<file path="config.mk">
export PLATFORM = sky130hd
export DESIGN_NAME = rx_flow_ctrl
export DESIGN_NICKNAME = d
export VERILOG_FILES = /design/src/core/rx_flow_ctrl.v /design/src/core/jam_timer.v
export VERILOG_INCLUDE_DIRS = /design/src /design/src/core
export SDC_FILE = /design/constraint.sdc
export NUM_CORES = 1
export LEC_CHECK = 0
export BUFFER_PORTS_ARGS = -buffer_cell sky130_fd_sc_hd__buf_4
export CORE_MARGIN = 2
export CORE_UTILIZATION = 37
export DETAILED_ROUTE_END_ITERATION = 10
export HOLD_SLACK_MARGIN = 0.03
export MAX_ROUTING_LAYER = met4
export PLACE_DENSITY = 0.61
export SKIP_LAST_GASP = 1
export SYNTH_ARGS = -nofsm -noshare
export SYNTH_HDL_FRONTEND = slang
export SYNTH_SLANG_ARGS = --single-unit
</file>
<file path="constraint.sdc">
create_clock -name CLK_SYS -period 6 [get_ports CLK_SYS]
set_clock_uncertainty 0.05 [all_clocks]
set_input_delay 0.9 -clock CLK_SYS [delete_from_list [all_inputs] [get_ports CLK_SYS]]
set_output_delay 0.9 -clock CLK_SYS [all_outputs]
set_load 0.01 [all_outputs]
</file>
<file path="src/core/afc_map.vh">
// Constants for the receive FIFO automatic flow controller.
// Assumes a 20 MHz system clock and a word-wide register port.
`ifndef AFC_MAP_VH
`define AFC_MAP_VH

// ==========================================================
// Register offsets (byte addresses on the register port)
`define AFC_CFG_OFFSET        8'h00
`define AFC_STAT_OFFSET       8'h04

// ==========================================================
// Configuration register fields
`define FIFO_HIGH_THRESHOLD_MSB            23
`define FIFO_HIGH_THRESHOLD_LSB            16
`define FIFO_LOW_THRESHOLD_MSB            15
`define FIFO_LOW_THRESHOLD_LSB            8
`define AFC_DUR_MSB           7
`define AFC_DUR_LSB           4
`define AFC_MULT_BIT          3
`define AFC_BRD_BIT           2
`define AFC_OWN_BIT           1
`define AFC_ANY_BIT           0
`define AFC_CFG_RESET         24'h000000

// ==========================================================
// Status register fields
`define AFC_ST_PAUSE_REQ_BIT  0
`define AFC_ST_PAUSE_ZERO_BIT 1
`define AFC_ST_PAUSED_BIT     2
`define AFC_ST_JAM_BIT        3
`define AFC_ST_ABOVE_HI_BIT   4
`define AFC_ST_LEVEL_LSB      16

// ==========================================================
// Threshold granularity: one unit is 64 bytes
`define AFC_UNIT_SHIFT        6

// ==========================================================
// Timing: 50 ns clock, 5 us base, 50 us step, 2.2 us at 10 Mb/s
// Sized 16 bits so the derived cycle counts fit the timer as is
`define AFC_CLK_PERIOD_NS     16'h0032
`define AFC_JAM_BASE_NS       16'h1388
`define AFC_JAM_STEP_NS       16'hC350
`define AFC_JAM_10M_EXTRA_NS  16'h0898
`define AFC_JAM_BASE_CYC      (`AFC_JAM_BASE_NS / `AFC_CLK_PERIOD_NS)
`define AFC_JAM_STEP_CYC      (`AFC_JAM_STEP_NS / `AFC_CLK_PERIOD_NS)
`define AFC_JAM_10M_EXTRA_CYC (`AFC_JAM_10M_EXTRA_NS / `AFC_CLK_PERIOD_NS)

`endif

</file>
<file path="src/core/rx_flow_ctrl.v">
// Receive FIFO automatic flow controller for a 10/100 Ethernet MAC.
// Assumes FIFO level, duplex, speed, frame events and transmit
// acknowledge all come from MAC logic on CLK_SYS.
`timescale 1ns/10ps
`include "afc_map.vh"

module rx_flow_ctrl #(
  parameter        LEVEL_W   = 14,
  parameter [15:0] BASE_CYC  = `AFC_JAM_BASE_CYC,
  parameter [15:0] STEP_CYC  = `AFC_JAM_STEP_CYC,
  parameter [15:0] EXTRA_CYC = `AFC_JAM_10M_EXTRA_CYC
) (
  input  wire               CLK_SYS,
  input  wire               SYS_RST,
  // Register port
  input  wire [7:0]         ADDR,
  input  wire [31:0]        WDATA,
  input  wire               WR,
  input  wire               RD,
  output wire [31:0]        RDATA,
  // MAC status and receive events
  input  wire [LEVEL_W-1:0] RX_FIFO_LEVEL,
  input  wire               FULL_DUPLEX,
  input  wire               SPEED_100,
  input  wire               RX_PREAMBLE,
  input  wire               RX_DA_VALID,
  input  wire               RX_DA_MCAST,
  input  wire               RX_DA_BCAST,
  input  wire               RX_DA_OWN,
  // Requests toward the MAC transmitter
  input  wire               TX_PAUSE_ACK,
  output wire               PAUSE_REQ,
  output wire               PAUSE_ZERO,
  output wire               JAM
);

  // ==========================================================
  // Configuration fields
  // Written only through the configuration word
  reg  [7:0]         fifo_high_threshold_r;
  reg  [7:0]         fifo_low_threshold_r;
  reg  [3:0]         jam_duration_code_r;
  reg                multicast_flow_trigger_r;
  reg                broadcast_flow_trigger_r;
  reg                own_address_flow_trigger_r;
  reg                any_frame_flow_trigger_r;

  // Flow state
  // paused_r marks a timed pause sent and no zero pause yet
  reg                pause_req_r;
  reg                pause_req_nxt;
  reg                pause_zero_r;
  reg                pause_zero_nxt;
  reg                paused_r;
  reg                paused_nxt;
  reg  [31:0]        rdata_r;
  reg  [31:0]        rdata_nxt;

  wire [LEVEL_W+1:0] level_ext;
  wire [LEVEL_W+1:0] hi_bytes;
  wire [LEVEL_W+1:0] lo_bytes;
  wire               above_hi;
  wire               below_lo;
  wire               fd_enabled;
  wire               hd_match;
  wire               hd_trigger;
  wire               jam_busy;
  wire [2:0]         frame_class;
  wire [2:0]         class_enable;
  wire [2:0]         class_hit;
  wire               cfg_sel;
  wire               stat_sel;

  // ==========================================================
  // Field reset values, cut from the packed reset word so that
  // one header constant sets them all
  localparam [23:0]  cfg_reset_val  = `AFC_CFG_RESET;
  localparam [7:0]   hi_reset_val   = cfg_reset_val[`FIFO_HIGH_THRESHOLD_MSB:`FIFO_HIGH_THRESHOLD_LSB];
  localparam [7:0]   lo_reset_val   = cfg_reset_val[`FIFO_LOW_THRESHOLD_MSB:`FIFO_LOW_THRESHOLD_LSB];
  localparam [3:0]   dur_reset_val  = cfg_reset_val[`AFC_DUR_MSB:`AFC_DUR_LSB];
  localparam [0:0]   mult_reset_val = cfg_reset_val[`AFC_MULT_BIT];
  localparam [0:0]   brd_reset_val  = cfg_reset_val[`AFC_BRD_BIT];
  localparam [0:0]   own_reset_val  = cfg_reset_val[`AFC_OWN_BIT];
  localparam [0:0]   any_reset_val  = cfg_reset_val[`AFC_ANY_BIT];

  // ==========================================================
  // Threshold compare
  // Compared every cycle against the live level; the high and low
  // thresholds give the hysteresis, nothing here filters the level
  // Thresholds scale by 64 bytes; widened so 8'hFF never wraps
  function [LEVEL_W+1:0] units_to_bytes;
    input [7:0] units;
    reg   [31:0] b;
    begin
      b = {24'h000000, units} << `AFC_UNIT_SHIFT;
      units_to_bytes = b[LEVEL_W+1:0];
    end
  endfunction

  assign level_ext = {2'b00, RX_FIFO_LEVEL};
  assign hi_bytes  = units_to_bytes(fifo_high_threshold_r);
  assign lo_bytes  = units_to_bytes(fifo_low_threshold_r);
  assign above_hi  = (level_ext >= hi_bytes);
  assign below_lo  = (level_ext < lo_bytes);

  // ==========================================================
  // Trigger qualification
  // Half duplex never requests a pause; backpressure is its only
  // lever there, and full duplex never jams
  // Full duplex looks only at the any-frame bit
  assign fd_enabled = FULL_DUPLEX & any_frame_flow_trigger_r;

  // Per-class match of the decoded address; the three classes are
  // alike, so one loop builds them
  assign frame_class  = {RX_DA_MCAST, RX_DA_BCAST, RX_DA_OWN};
  assign class_enable = {multicast_flow_trigger_r, broadcast_flow_trigger_r,
                         own_address_flow_trigger_r};

  genvar gi;
  generate
    for (gi = 0; gi < 3; gi = gi + 1) begin : g_class
      assign class_hit[gi] = frame_class[gi] & class_enable[gi];
    end
  endgenerate

  // Frame selection bits are don't-care once any-frame is set
  assign hd_match = any_frame_flow_trigger_r ? 1'b0 : (|class_hit);

  // Any-frame fires on the preamble, before the address is known,
  // so the reaction starts within the first cycles of the frame
  assign hd_trigger = ~FULL_DUPLEX & above_hi &
                      ((any_frame_flow_trigger_r & RX_PREAMBLE) |
                       (RX_DA_VALID & hd_match));

  // ==========================================================
  // Backpressure timer
  // Speed is sampled when a window starts; a speed change in mid-jam
  // takes effect with the next trigger. Retrigger restarts the window
  jam_timer #(
    .BASE_CYC  (BASE_CYC),
    .STEP_CYC  (STEP_CYC),
    .EXTRA_CYC (EXTRA_CYC)
  ) u_jam_timer (
    .clk       (CLK_SYS),
    .rst       (SYS_RST),
    .start     (hd_trigger),
    .code      (jam_duration_code_r),
    .speed_100 (SPEED_100),
    .busy      (jam_busy)
  );

  // ==========================================================
  // Pause request sequencing
  // One request is outstanding at most; a new one waits for the
  // acknowledge, so a frame already on the wire is never cut short
  // Paused state drops with the enable: a later re-enable starts
  // clean and sends a timed pause first, never a lone zero pause
  always @* begin
    pause_req_nxt  = pause_req_r;
    pause_zero_nxt = pause_zero_r;
    paused_nxt     = paused_r;
    if (pause_req_r && TX_PAUSE_ACK) begin
      pause_req_nxt = 1'b0;
    end
    if (!fd_enabled) begin
      // Leaving full duplex or disabling drops the pause history
      paused_nxt = 1'b0;
    end else if (!pause_req_r) begin
      if (!paused_r && above_hi) begin
        pause_req_nxt  = 1'b1;
        pause_zero_nxt = 1'b0;
        paused_nxt     = 1'b1;
      end else if (paused_r && below_lo) begin
        pause_req_nxt  = 1'b1;
        pause_zero_nxt = 1'b1;
        paused_nxt     = 1'b0;
      end
    end
  end

  // Pause state flops
  always @(posedge CLK_SYS or posedge SYS_RST) begin
    if (SYS_RST) begin
      pause_req_r  <= 1'b0;
      pause_zero_r <= 1'b0;
      paused_r     <= 1'b0;
    end else begin
      pause_req_r  <= pause_req_nxt;
      pause_zero_r <= pause_zero_nxt;
      paused_r     <= paused_nxt;
    end
  end

  // ==========================================================
  // Address decode
  // Shared by the write and read paths so the two can never
  // disagree on which word an address selects
  function is_cfg_addr;
    input [7:0] a;
    begin
      is_cfg_addr = (a == `AFC_CFG_OFFSET);
    end
  endfunction

  function is_stat_addr;
    input [7:0] a;
    begin
      is_stat_addr = (a == `AFC_STAT_OFFSET);
    end
  endfunction

  assign cfg_sel  = is_cfg_addr(ADDR);
  assign stat_sel = is_stat_addr(ADDR);

  // ==========================================================
  // Register writes
  // Only the configuration word is writable; status is read-only
  // A write to the status word or an unmapped address falls
  // through and changes nothing
  always @(posedge CLK_SYS or posedge SYS_RST) begin
    if (SYS_RST) begin
      fifo_high_threshold_r      <= hi_reset_val;
      fifo_low_threshold_r       <= lo_reset_val;
      jam_duration_code_r        <= dur_reset_val;
      multicast_flow_trigger_r   <= mult_reset_val;
      broadcast_flow_trigger_r   <= brd_reset_val;
      own_address_flow_trigger_r <= own_reset_val;
      any_frame_flow_trigger_r   <= any_reset_val;
    end else if (WR && cfg_sel) begin
      fifo_high_threshold_r      <= WDATA[`FIFO_HIGH_THRESHOLD_MSB:`FIFO_HIGH_THRESHOLD_LSB];
      fifo_low_threshold_r       <= WDATA[`FIFO_LOW_THRESHOLD_MSB:`FIFO_LOW_THRESHOLD_LSB];
      jam_duration_code_r        <= WDATA[`AFC_DUR_MSB:`AFC_DUR_LSB];
      multicast_flow_trigger_r   <= WDATA[`AFC_MULT_BIT];
      broadcast_flow_trigger_r   <= WDATA[`AFC_BRD_BIT];
      own_address_flow_trigger_r <= WDATA[`AFC_OWN_BIT];
      any_frame_flow_trigger_r   <= WDATA[`AFC_ANY_BIT];
    end
  end

  // ==========================================================
  // Register reads
  // Data stands one cycle after the strobe, zero otherwise and
  // for unmapped addresses; reserved bits read as zero
  // Status is a live snapshot: level and flags may have moved by
  // the time software looks at them
  always @* begin
    rdata_nxt = 32'h00000000;
    if (RD) begin
      case ({cfg_sel, stat_sel})
        2'b10: begin
          rdata_nxt[`FIFO_HIGH_THRESHOLD_MSB:`FIFO_HIGH_THRESHOLD_LSB]   = fifo_high_threshold_r;
          rdata_nxt[`FIFO_LOW_THRESHOLD_MSB:`FIFO_LOW_THRESHOLD_LSB]   = fifo_low_threshold_r;
          rdata_nxt[`AFC_DUR_MSB:`AFC_DUR_LSB] = jam_duration_code_r;
          rdata_nxt[`AFC_MULT_BIT]             = multicast_flow_trigger_r;
          rdata_nxt[`AFC_BRD_BIT]              = broadcast_flow_trigger_r;
          rdata_nxt[`AFC_OWN_BIT]              = own_address_flow_trigger_r;
          rdata_nxt[`AFC_ANY_BIT]              = any_frame_flow_trigger_r;
        end
        2'b01: begin
          rdata_nxt[`AFC_ST_PAUSE_REQ_BIT]  = pause_req_r;
          rdata_nxt[`AFC_ST_PAUSE_ZERO_BIT] = pause_zero_r;
          rdata_nxt[`AFC_ST_PAUSED_BIT]     = paused_r;
          rdata_nxt[`AFC_ST_JAM_BIT]        = jam_busy;
          rdata_nxt[`AFC_ST_ABOVE_HI_BIT]   = above_hi;
          rdata_nxt[`AFC_ST_LEVEL_LSB+LEVEL_W-1:`AFC_ST_LEVEL_LSB] = RX_FIFO_LEVEL;
        end
        default: begin
          rdata_nxt = 32'h00000000;
        end
      endcase
    end
  end

  // Read data register; cleared in every cycle without a read
  always @(posedge CLK_SYS or posedge SYS_RST) begin
    if (SYS_RST) begin
      rdata_r <= 32'h00000000;
    end else begin
      rdata_r <= rdata_nxt;
    end
  end

  // ==========================================================
  // Outputs, all from flip-flops
  // Register port
  assign RDATA      = rdata_r;

  // Transmit requests
  assign PAUSE_REQ  = pause_req_r;
  assign PAUSE_ZERO = pause_zero_r; // Zero means send time 0, else pause_time_value

  // Backpressure
  assign JAM        = jam_busy;     // Flop inside the timer

endmodule

</file>
<file path="src/core/jam_timer.v">
// Backpressure timer: converts a duration code into a jam window.
// Assumes start pulses and code come from logic on the same clock.
`timescale 1ns/10ps
`include "afc_map.vh"

module jam_timer #(
  parameter [15:0] BASE_CYC  = `AFC_JAM_BASE_CYC,
  parameter [15:0] STEP_CYC  = `AFC_JAM_STEP_CYC,
  parameter [15:0] EXTRA_CYC = `AFC_JAM_10M_EXTRA_CYC
) (
  input  wire        clk,
  input  wire        rst,
  input  wire        start,
  input  wire [3:0]  code,
  input  wire        speed_100,
  output wire        busy
);

  reg  [15:0] count_r;
  reg  [15:0] count_nxt;
  reg         busy_r;
  reg         busy_nxt;
  wire [15:0] load_cyc;

  // ==========================================================
  // Duration lookup
  // Codes 0..3 are 1,2,3,5 base steps; 4..F are (code-3) long steps
  function [15:0] jam_cycles;
    input [3:0]  c;
    input        fast;
    reg   [31:0] t;
    begin
      case (c)
        4'h0: t = {16'h0000, BASE_CYC};
        4'h1: t = {16'h0000, BASE_CYC} * 32'h2;
        4'h2: t = {16'h0000, BASE_CYC} * 32'h3;
        4'h3: t = {16'h0000, BASE_CYC} * 32'h5;
        default: t = {16'h0000, STEP_CYC} * ({28'h0000000, c} - 32'h3);
      endcase
      if (!fast) begin
        t = t + {16'h0000, EXTRA_CYC};
      end
      jam_cycles = t[15:0];
    end
  endfunction

  assign load_cyc = jam_cycles(code, speed_100);

  // ==========================================================
  // Countdown; busy stands exactly load_cyc cycles after start
  always @* begin
    count_nxt = count_r;
    busy_nxt  = 1'b0;
    if (start) begin
      count_nxt = load_cyc;  // Retrigger restarts the window
      busy_nxt  = 1'b1;
    end else if (count_r != 16'h0000) begin
      count_nxt = count_r - 16'h0001;
      busy_nxt  = (count_r > 16'h0001);
    end
  end

  always @(posedge clk or posedge rst) begin
    if (rst) begin
      count_r <= 16'h0000;
      busy_r  <= 1'b0;
    end else begin
      count_r <= count_nxt;
      busy_r  <= busy_nxt;
    end
  end

  assign busy = busy_r;

endmodule

</file>
# Word level (Yosys, flattened, before mapping)
# Cells that the tools add are included.
dict set report totals {
  regBits 74
  in_bits 66
  out_inout_bits 35
}
dict set report classes {
  n_addsub 3
  mul 1
  order_cmp 3
  n_eq_ne 8
  mux 23
  bitwise_logic 11
  n_reduce_logical 13
}
# op n
set ops {}
lappend ops {{16-bit case mux with 4 select lines} 1}
lappend ops {{16-bit two-way mux} 3}
lappend ops {{7-bit by 32-bit multiplier with 13-bit output, first input constant} 1}
lappend ops {{30-bit two-way mux} 1}
lappend ops {{16-bit by 6-bit adder with 16-bit output, second input constant} 1}
lappend ops {{16-bit by 1-bit greater-than comparator with 1-bit output, second input constant} 1}
lappend ops {{8-bit case mux with 2 select lines} 1}
lappend ops {{16-bit nonzero test} 1}
lappend ops {{16-bit by 1-bit subtractor with 16-bit output, second input constant} 1}
lappend ops {{14-bit >= comparator} 1}
lappend ops {{14-bit less-than comparator} 1}
lappend ops {{1-bit two-way mux} 14}
lappend ops {{11-bit two-way mux} 1}
lappend ops {{5-bit case mux with 2 select lines} 1}
lappend ops {{1-bit AND} 8}
lappend ops {{4-bit by 2-bit equality test with 1-bit output, second input constant} 2}
lappend ops {{8-bit by 3-bit equality test with 1-bit output, second input constant} 1}
lappend ops {{8-bit logical NOT} 1}
lappend ops {{6-bit two-way mux} 1}
lappend ops {{4-bit by 2-bit subtractor with 5-bit output, second input constant} 1}
lappend ops {{4-bit by 1-bit equality test with 1-bit output, second input constant} 1}
lappend ops {{1-bit logical AND} 4}
lappend ops {{4-bit logical NOT} 1}
lappend ops {{2-bit nonzero test} 2}
lappend ops {{10 further kinds} 11}

# Longest topological paths before layout
# Gate-level depths: netlist of run 1.
dict set report depth {
  ltp_word 7
  mapped_depth 20
  ltp_nobuf 19
}

# Modules after synthesis
# From an unflattened synthesis of run 1, not the netlist that was laid out.
dict set report unflattened {
  cells_unflattened 494
  hier_area_um2 5141.2
}
# module n_inst cells_per_inst area_each_um2 seq_area_each_um2
set modules_own_cells {}
lappend modules_own_cells {rx_flow_ctrl 1 213 2658.8 1426.4}
lappend modules_own_cells {jam_timer 1 281 2482.4 425.4}

# Worst setup path before layout of run 1
# OpenSTA, ideal clock, no wires.
dict set report synth_timing {
  path_type {reg2reg}
  start {register jam_duration_code_r[0]}
  end {register u_jam_timer.count_r[15]}
  arrival_ps 4683
  setup_slack_ps 1198
  path_stages_with_launch 20
  n_path_buf 1
  synth_period_minus_slack_ps 4802
  path_cell_list {dfrtp_1 -> buf_2 -> inv_1 -> ha_1 -> inv_1 -> fa_1 -> inv_1 -> ha_1 -> fa_1 -> inv_1 -> fa_1 -> inv_1 -> ha_1 -> a21oi_1 -> o22ai_1 -> nor3_1 -> nor3_1 -> and4_4 -> or4b_1 -> nand3_1}
}
dict set report synth_via {
  elab_chain_len 6
  word_cells_on_any_way 10
  cone_classes {2 x add/sub; 1 x mul; 3 x eq/ne; 3 x mux; 1 x reduce/logical}
}
# item line_no
set synth_lines {}
lappend synth_lines {{start, declared} rx_flow_ctrl.v:42} ;# reg [3:0] jam_duration_code_r;
lappend synth_lines {{start signal, assigned} rx_flow_ctrl.v:224} ;# jam_duration_code_r <= dur_reset_val;
lappend synth_lines {{start signal, assigned} rx_flow_ctrl.v:232} ;# jam_duration_code_r <= WDATA[`AFC_DUR_MSB:`AFC_DUR_LSB];
lappend synth_lines {{4-bit by 2-bit subtractor with 5-bit output} jam_timer.v:38} ;# default: t = {16'h0000, STEP_CYC} * ({28'h0000000, c} - 32'h3);
lappend synth_lines {{7-bit by 32-bit multiplier with 13-bit output} jam_timer.v:38}
lappend synth_lines {{16-bit case mux with 4 select lines *} jam_timer.v:33} ;# case (c)
lappend synth_lines {{16-bit by 6-bit adder with 16-bit output} jam_timer.v:41} ;# t = t + {16'h0000, EXTRA_CYC};
lappend synth_lines {{16-bit two-way mux *} jam_timer.v:40} ;# if (!fast) begin
lappend synth_lines {{16-bit two-way mux *} jam_timer.v:54} ;# if (start) begin
lappend synth_lines {{end signal, assigned} jam_timer.v:68} ;# count_r <= count_nxt;
lappend synth_lines {{end, declared} jam_timer.v:19} ;# reg [15:0] count_r;
# Mark *: on every way between the ends. The rest lies on a longest branch, timed or not.
# A chain may end at the register's enable or synchronous reset.

# Worst setup path after layout of run 1
# Ends and elaborated chain as after synthesis.

==> impl_metrics.env, run 1 <==
export IMPL_status="completed"
export IMPL_cts_tree="built"
export IMPL_crit_type="register to register"
export IMPL_timing_hold_violations_final=0
export IMPL_vias=3890
export IMPL_clockPowerShare=0.276
export IMPL_via_per_inst=5.08
export IMPL_hold_end="RDATA[12]"
export IMPL_tns_ns=0
export IMPL_clk_pin_slew_ns=0.06
export IMPL_cp_slowest_cell="dfrtp_1"
export IMPL_crit_path_start_kind="register"
export IMPL_die_w_um=121
export IMPL_grt_util_met2=0.266
export IMPL_r2r_end="u_jam_timer.count_r[15]"
export IMPL_drc=0
export IMPL_grt_max_degree=54
export IMPL_place_congestion=0.825
export IMPL_crit_path_end_kind="register"
export IMPL_slowest_delay_ns=0.54
export IMPL_post_place_ws_ns=0.603
export IMPL_finalSetupViolCount=0
export IMPL_cts_max_level=3
export IMPL_dr_pass1_iters=4
export IMPL_powerDensity_nw_per_um2=344
export IMPL_rsz0062_at_grt="no"
export IMPL_grt_pass1_vias=3788
export IMPL_root_buffer="clkbuf_16"
export IMPL_p_leak_nw=3.01
export IMPL_final_nets=715
export IMPL_crit_fanout=9
export IMPL_finish_instance_area_um2=6210
export IMPL_clock_path_buffers=2
export IMPL_detail_route_antenna_nets=0
export IMPL_holdWs_ns=0.467
export IMPL_rr_startpoint="jam_duration_code_r[0]"
export IMPL_regToRegSetupSlack_ns=0.61
export IMPL_syn_area_per_cell_um2=10.2
export IMPL_grt_total_usage=0.165
export IMPL_maxCapViolCount=0
export IMPL_die_area_um2=14600
export IMPL_gr_usage_met1=0.213
export IMPL_hpwlAfterDp_um=9000
export IMPL_insertion_delay_ns=0.33
export IMPL_power_frac_seq=0.285
export IMPL_gr_max_usage_layer="met2"
export IMPL_power_mw=2.14
export IMPL_antenna_found_initial=0
export IMPL_yosysWarnings=0
export IMPL_coreArea_um2=13300
export IMPL_fin_crit_sh=0.898
export IMPL_ys_types=72
export IMPL_vdd_drop_max_uv=390
export IMPL_final_core_util=0.467
export IMPL_worst_slack_ns=0.615
export IMPL_area_growth_pct=23.3
export IMPL_cts_made_buffers=9
export IMPL_async_reset_ff_frac=1.00
export IMPL_final_layout_size_suffix_gt1_frac=0.267
export IMPL_netlist_area_um2=5040
export IMPL_instances_no_fill=765
export IMPL_ys_flop_type="dfrtp_1"
export IMPL_swShare=0.364
export IMPL_hold_depth=1
export IMPL_crit_arrival_ns=5.60
export IMPL_power_switching_uw=778
export IMPL_initial_core_util=0.379
export IMPL_worst_pin_slew_ns=1.16
export IMPL_min_from="fifo_low_threshold_r[4]"
export IMPL_relSlewSlack=0.225
export IMPL_power_frac_comb=0.440
export IMPL_syn_inst=494
export IMPL_post_dp_cell_area_um2=5880
export IMPL_r2r_cells=17
export IMPL_fmax_mhz=186
export IMPL_cts_resized_gates=0
export IMPL_rows=42
export IMPL_fillCellCount=1269
export IMPL_internal_power_mw=1.36
export IMPL_ys_ff_latch=74
export IMPL_io_buffer_count=90
export IMPL_avgRoutedWirePerCell_um=15.1
export IMPL_worstPathRequired_ns=6.21
export IMPL_min_period_ns=5.39
export IMPL_path_cells="ha_1 > xor2_1 > fa_1 > inv_1 > ha_1 > fa_1 > inv_1 > fa_1 > inv_1 > ha_1 > a21oi_1 > o22ai_1 > nor3_1 > nor3_1 > and4_4 > or4b_1 > nand3_1"
export IMPL_synth_edff_count=0
export IMPL_wirelength_um=11500
export IMPL_die_y_um=121
export IMPL_cts_setup_buffers=0
export IMPL_seq_area_frac_synth=0.368
export IMPL_grt_ovfl_total=0
export IMPL_gr_usage_met3=0.0292
export IMPL_hold_path_class="register to register"
export IMPL_clock_sinks=74
export IMPL_drv_slew=0
export IMPL_num_antenna_cells=0
export IMPL_pin_count=101
export IMPL_grt_pass1_wl_um=18500
export IMPL_drtIter0Drc=179
export IMPL_dp_cells=749
export IMPL_postCtsHoldBufs=0
cells in the final DEF, fill, tap and decap left out, types with 3 or more instances in the layout:
cell type / n
a21oi_1: 11
buf_4: 93
a31oi_1: 4
a21o_1: 5
mux2i_1: 3
nand2_1: 15
mux2_2: 25
o211ai_1: 5
xor2_1: 13
and3_1: 19
nand3_1: 9
nor4_1: 3
o21ai_0: 19
nand2b_1: 8
ha_1: 56
fa_1: 9
dfrtp_1: 74
a211oi_1: 3
a22oi_1: 12
clkbuf_16: 9
nor2b_1: 3
inv_1: 53
nor2_1: 37
xnor2_1: 22
or3_1: 4
nor3_1: 11
or2_2: 4
critical path, delay by kind of cell (launching register included):
family,cells,cell delay (ns)
DFF,1,0.54
xor gates and xnor gates,1,0.38
buffers and inverters,3,0.16
AOI/OAI and AO/OA,2,0.31
and+or+nand+nor,5,1.32
adders and majority gates,6,2.55
area by class of cell:
type	instances	area (um2)	area share
multi-input cells	351	2910	0.468
flip-flops and latches	74	1850	0.298
repair buffers	93	698	0.112
clock buffers	11	243	0.0391
well taps	176	220	0.0354
inverters	55	206	0.0332
clock inverters	5	86.3	0.0139
state kept, by name, summed over array words and instances, names as in the netlist, 4 cells and up:
register / flops
fifo_high_threshold_r: 8
jam_duration_code_r: 4
RDATA: 30
u_jam_timer.count_r: 16
fifo_low_threshold_r: 8
metal layers:
metal / routed length (um) / up-vias
met1: 5330 / 1895
met3: 491 / 10
met5: 0 / -
li1: - / 1904
met4: 131 / 0
met2: 5580 / 81
synth_stat cells (2+ instances only):
cell type / n / area [um2]
a22oi_1: 12 / 90.1
a21o_1: 5 / 37.5
o2111ai_1: 2 / 17.5
mux2i_1: 3 / 30.0
dfrtp_1: 74 / 1850
buf_2: 2 / 10.0
o211ai_1: 5 / 37.5
nand2b_1: 8 / 50.1
nor4b_1: 2 / 17.5
o21ai_1: 2 / 10.0
nor2_1: 37 / 139
o21ai_0: 19 / 95.1
inv_1: 54 / 203
nand4_1: 2 / 12.5
nor2b_1: 3 / 18.8
or2_2: 4 / 25.0
fa_1: 9 / 180
a31oi_1: 4 / 25.0
mux2_2: 25 / 282
ha_1: 56 / 701
buf_1: 2 / 7.51
o22ai_1: 2 / 12.5
nand2_1: 15 / 56.3
o31ai_1: 2 / 15.0
nor3_1: 11 / 55.1
or3_1: 4 / 25.0
xor2_1: 13 / 114
xnor2_1: 22 / 193
buf_4: 3 / 22.5
a32o_1: 2 / 20.0
and3_1: 19 / 119
a21oi_1: 11 / 55.1
nor4_1: 3 / 18.8
or4_1: 2 / 15.0
nand3_1: 9 / 45.0
a211oi_1: 3 / 22.5
clkbuf_1: 7 / 26.3
nor3_2: 2 / 20.0
worst max path at each step:
stage / to / cells past startpoint / slack, ns / from
2_1_floorplan: u_jam_timer.count_r[15] / 19 / 1.20 / jam_duration_code_r[0]
3_3_place_gp: u_jam_timer.count_r[15] / 17 / 0.68 / jam_duration_code_r[0]
3_5_place_dp: u_jam_timer.count_r[15] / 17 / 0.60 / jam_duration_code_r[0]
4_1_cts: u_jam_timer.count_r[15] / 17 / 0.59 / jam_duration_code_r[0]
5_1_grt: u_jam_timer.count_r[15] / 17 / 0.36 / jam_duration_code_r[0]
6_report: u_jam_timer.count_r[15] / 17 / 0.61 / jam_duration_code_r[0]
power by group through the flow:
stage	Sequential (mW)	Combinational [mW]	Clock [mW]
floorplan	0.603	0.744	0
global placement	0.613	0.929	0
detailed placement	0.615	0.952	0
CTS	0.608	0.956	0.600
global route	0.616	1.06	0.620
finish	0.609	0.941	0.589
logic make-up after synthesis:
family,count (synthesis),share of synthesized area
muxes,28,0.0618
xor gates and xnor gates,36,0.0641
and+or+nand+nor,131,0.144
AOI/OAI and AO/OA,89,0.131
DFF,74,0.368
adders and majority gates,65,0.175
other,1,0.000744
buffers and inverters,70,0.0564
Power figures use the tool's default switching activity.
==> run 2, diff against run 1 <==
--- a/config.mk
+++ b/config.mk
@@ -7,12 +7,14 @@
 export NUM_CORES = 1
 export LEC_CHECK = 0
 export BUFFER_PORTS_ARGS = -buffer_cell sky130_fd_sc_hd__buf_4
+export CELL_PAD_IN_SITES_DETAIL_PLACEMENT = 1
+export CELL_PAD_IN_SITES_GLOBAL_PLACEMENT = 1
 export CORE_MARGIN = 2
 export CORE_UTILIZATION = 37
 export DETAILED_ROUTE_END_ITERATION = 10
 export HOLD_SLACK_MARGIN = 0.03
 export MAX_ROUTING_LAYER = met4
-export PLACE_DENSITY = 0.61
+export PLACE_DENSITY = 0.75
 export SKIP_LAST_GASP = 1
 export SYNTH_ARGS = -nofsm -noshare
 export SYNTH_HDL_FRONTEND = slang
==> run 2 against run 1 <==
Combinational power is 4.7% higher. Wire length is 18% higher. Clock power is 7.8% higher. Power is 4.3% higher. Cell count is 0.13% lower. First-iteration DRC count is 5.0% higher. Sequential cell count stayed put. Largest cell class unchanged.
==> impl_metrics.env, run 2 (same netlist as run 1, synthesis figures left out) <==
export IMPL_cts_tree="built"
export IMPL_crit_path_end_kind="register"
export IMPL_routed_top_layer="met4"
export IMPL_crit_buf_inv=3
export IMPL_instances_no_fill=764
export IMPL_hold_path_class="register to register"
export IMPL_regArea_um2=1850
export IMPL_final_core_util=0.468
export IMPL_dp_cells=748
export IMPL_area_growth_pct=23.6
export IMPL_root_buffer="clkbuf_16"
export IMPL_p_leak_nw=3.02
export IMPL_die_y_um=121
export IMPL_final_common_cell="buf_4"
export IMPL_final_nets=714
export IMPL_rows=42
export IMPL_clk_pin_slew_ns=0.06
export IMPL_fin_crit_sh=0.918
export IMPL_drv_slew=0
export IMPL_crit_path_start_kind="register"
export IMPL_min_period_ns=5.51
export IMPL_path_cells="ha_1 > xor2_1 > fa_1 > inv_1 > ha_1 > fa_1 > inv_1 > fa_1 > inv_1 > ha_1 > a21oi_1 > o22ai_1 > nor3_1 > nor3_1 > and4_4 > or4b_1 > nand3_1"
export IMPL_pin_count=101
export IMPL_largest_register_ffs=30
export IMPL_num_antenna_cells=0
export IMPL_vdd_drop_max_uv=399
export IMPL_antenna_found_initial=0
export IMPL_io_buffer_count=90
export IMPL_wl_met2_um=7130
export IMPL_drt_met1_wl_um=5900
export IMPL_drc=0
export IMPL_slowest_delay_ns=0.56
export IMPL_status="completed"
export IMPL_crit_arrival_ns=5.72
export IMPL_clock_sinks=74
export IMPL_vias=4021
export IMPL_wl_met3_um=433
export IMPL_grt_pass1_vias=4349
export IMPL_fillCellCount=1497
export IMPL_insertion_delay_ns=0.34
export IMPL_final_cell_mix="buf_4, dfrtp_1, ha_1, inv_1, nor2_1"
export IMPL_wirelength_um=13600
export IMPL_power_mw=2.23
export IMPL_clock_path_buffers=2
export IMPL_holdWs_ns=0.474
export IMPL_final_layout_size_suffix_gt1_frac=0.267
export IMPL_avgRoutedWirePerCell_um=17.8
export IMPL_cts_setup_buffers=0
export IMPL_worstPathRequired_ns=6.22
export IMPL_postCtsHoldBufs=0
export IMPL_powerDensity_nw_per_um2=358
export IMPL_grt_pass1_wl_um=22300
export IMPL_hpwlAfterDp_um=10200
export IMPL_fmax_mhz=182
export IMPL_grt_ovfl_total=0
export IMPL_rsz0062_at_grt="no"
export IMPL_drtIter0Drc=188
export IMPL_tns_ns=0
export IMPL_cp_top_family="adder cells"
export IMPL_place_congestion=0.820
export IMPL_finalSetupViolCount=0
export IMPL_grt_total_usage=0.199
export IMPL_dr_pass1_iters=4
export IMPL_die_area_um2=14600
export IMPL_coreArea_um2=13300
export IMPL_multi_input_comb_area_um2=2910
export IMPL_worst_pin_slew_ns=1.12
export IMPL_crit_type="register to register"
export IMPL_via_per_inst=5.26
export IMPL_cts_resized_gates=0
export IMPL_cp_slowest_cell="dfrtp_1"
export IMPL_crit_fanout=9
export IMPL_cts_made_buffers=9
export IMPL_timing_hold_violations_final=0
export IMPL_maxCapViolCount=0
export IMPL_cts_max_level=3
export IMPL_grt_max_degree=75
export IMPL_relSlewSlack=0.249
export IMPL_detail_route_antenna_nets=0
export IMPL_die_w_um=121
export IMPL_initial_core_util=0.379
## run 2: cell type report
class	instances	area share
Inverter	55	0.0332
Multi-Input combinational cell	351	0.467
Timing Repair Buffer	92	0.111
Tap cell	176	0.0354
Clock buffer	10	0.0384
Clock inverter	6	0.0181
Sequential cell	74	0.297
## run 2: stage by stage
stage / setup slack [ns] / cell area (um2)
2_1_floorplan: 1.20 / 5040
3_3_place_gp: 0.665 / 5880
3_5_place_dp: 0.481 / 5880
4_1_cts: 0.458 / 6230
5_1_grt: 0.0806 / 6230
6_report: 0.494 / 6230
## run 2: routing by layer
| layer | up-vias | GRT usage |
|---|---|---|
| met1 | 2034 | 0.250 |
| met4 | 0 | 0.0414 |
| li1 | 1903 | - |
| met3 | 9 | 0.0335 |
| met5 | - | - |
| met2 | 75 | 0.340 |
## run 2: final timing paths
kind / cells after the start / start / to / slack (ns)
worst max-delay path: 17 / jam_duration_code_r[0] / u_jam_timer.count_r[15] / 0.49
worst min-delay path: 1 / fifo_low_threshold_r[5] / fifo_low_threshold_r[5] / 0.47
worst max register to register: 17 / jam_duration_code_r[0] / u_jam_timer.count_r[15] / 0.49
worst min register to register: 1 / fifo_low_threshold_r[5] / fifo_low_threshold_r[5] / 0.47
max in group asynchronous: 3 / SYS_RST / fifo_low_threshold_r[2] / 4.47
min in group asynchronous: 3 / SYS_RST / RDATA[0] / 0.83
## run 2: report_power, final
| group | switching (mW) | internal, mW | total [mW] |
|---|---|---|---|
| Combinational | 0.553 | 0.432 | 0.985 |
| Clock | 0.216 | 0.419 | 0.635 |
| Sequential | 0.0572 | 0.553 | 0.610 |
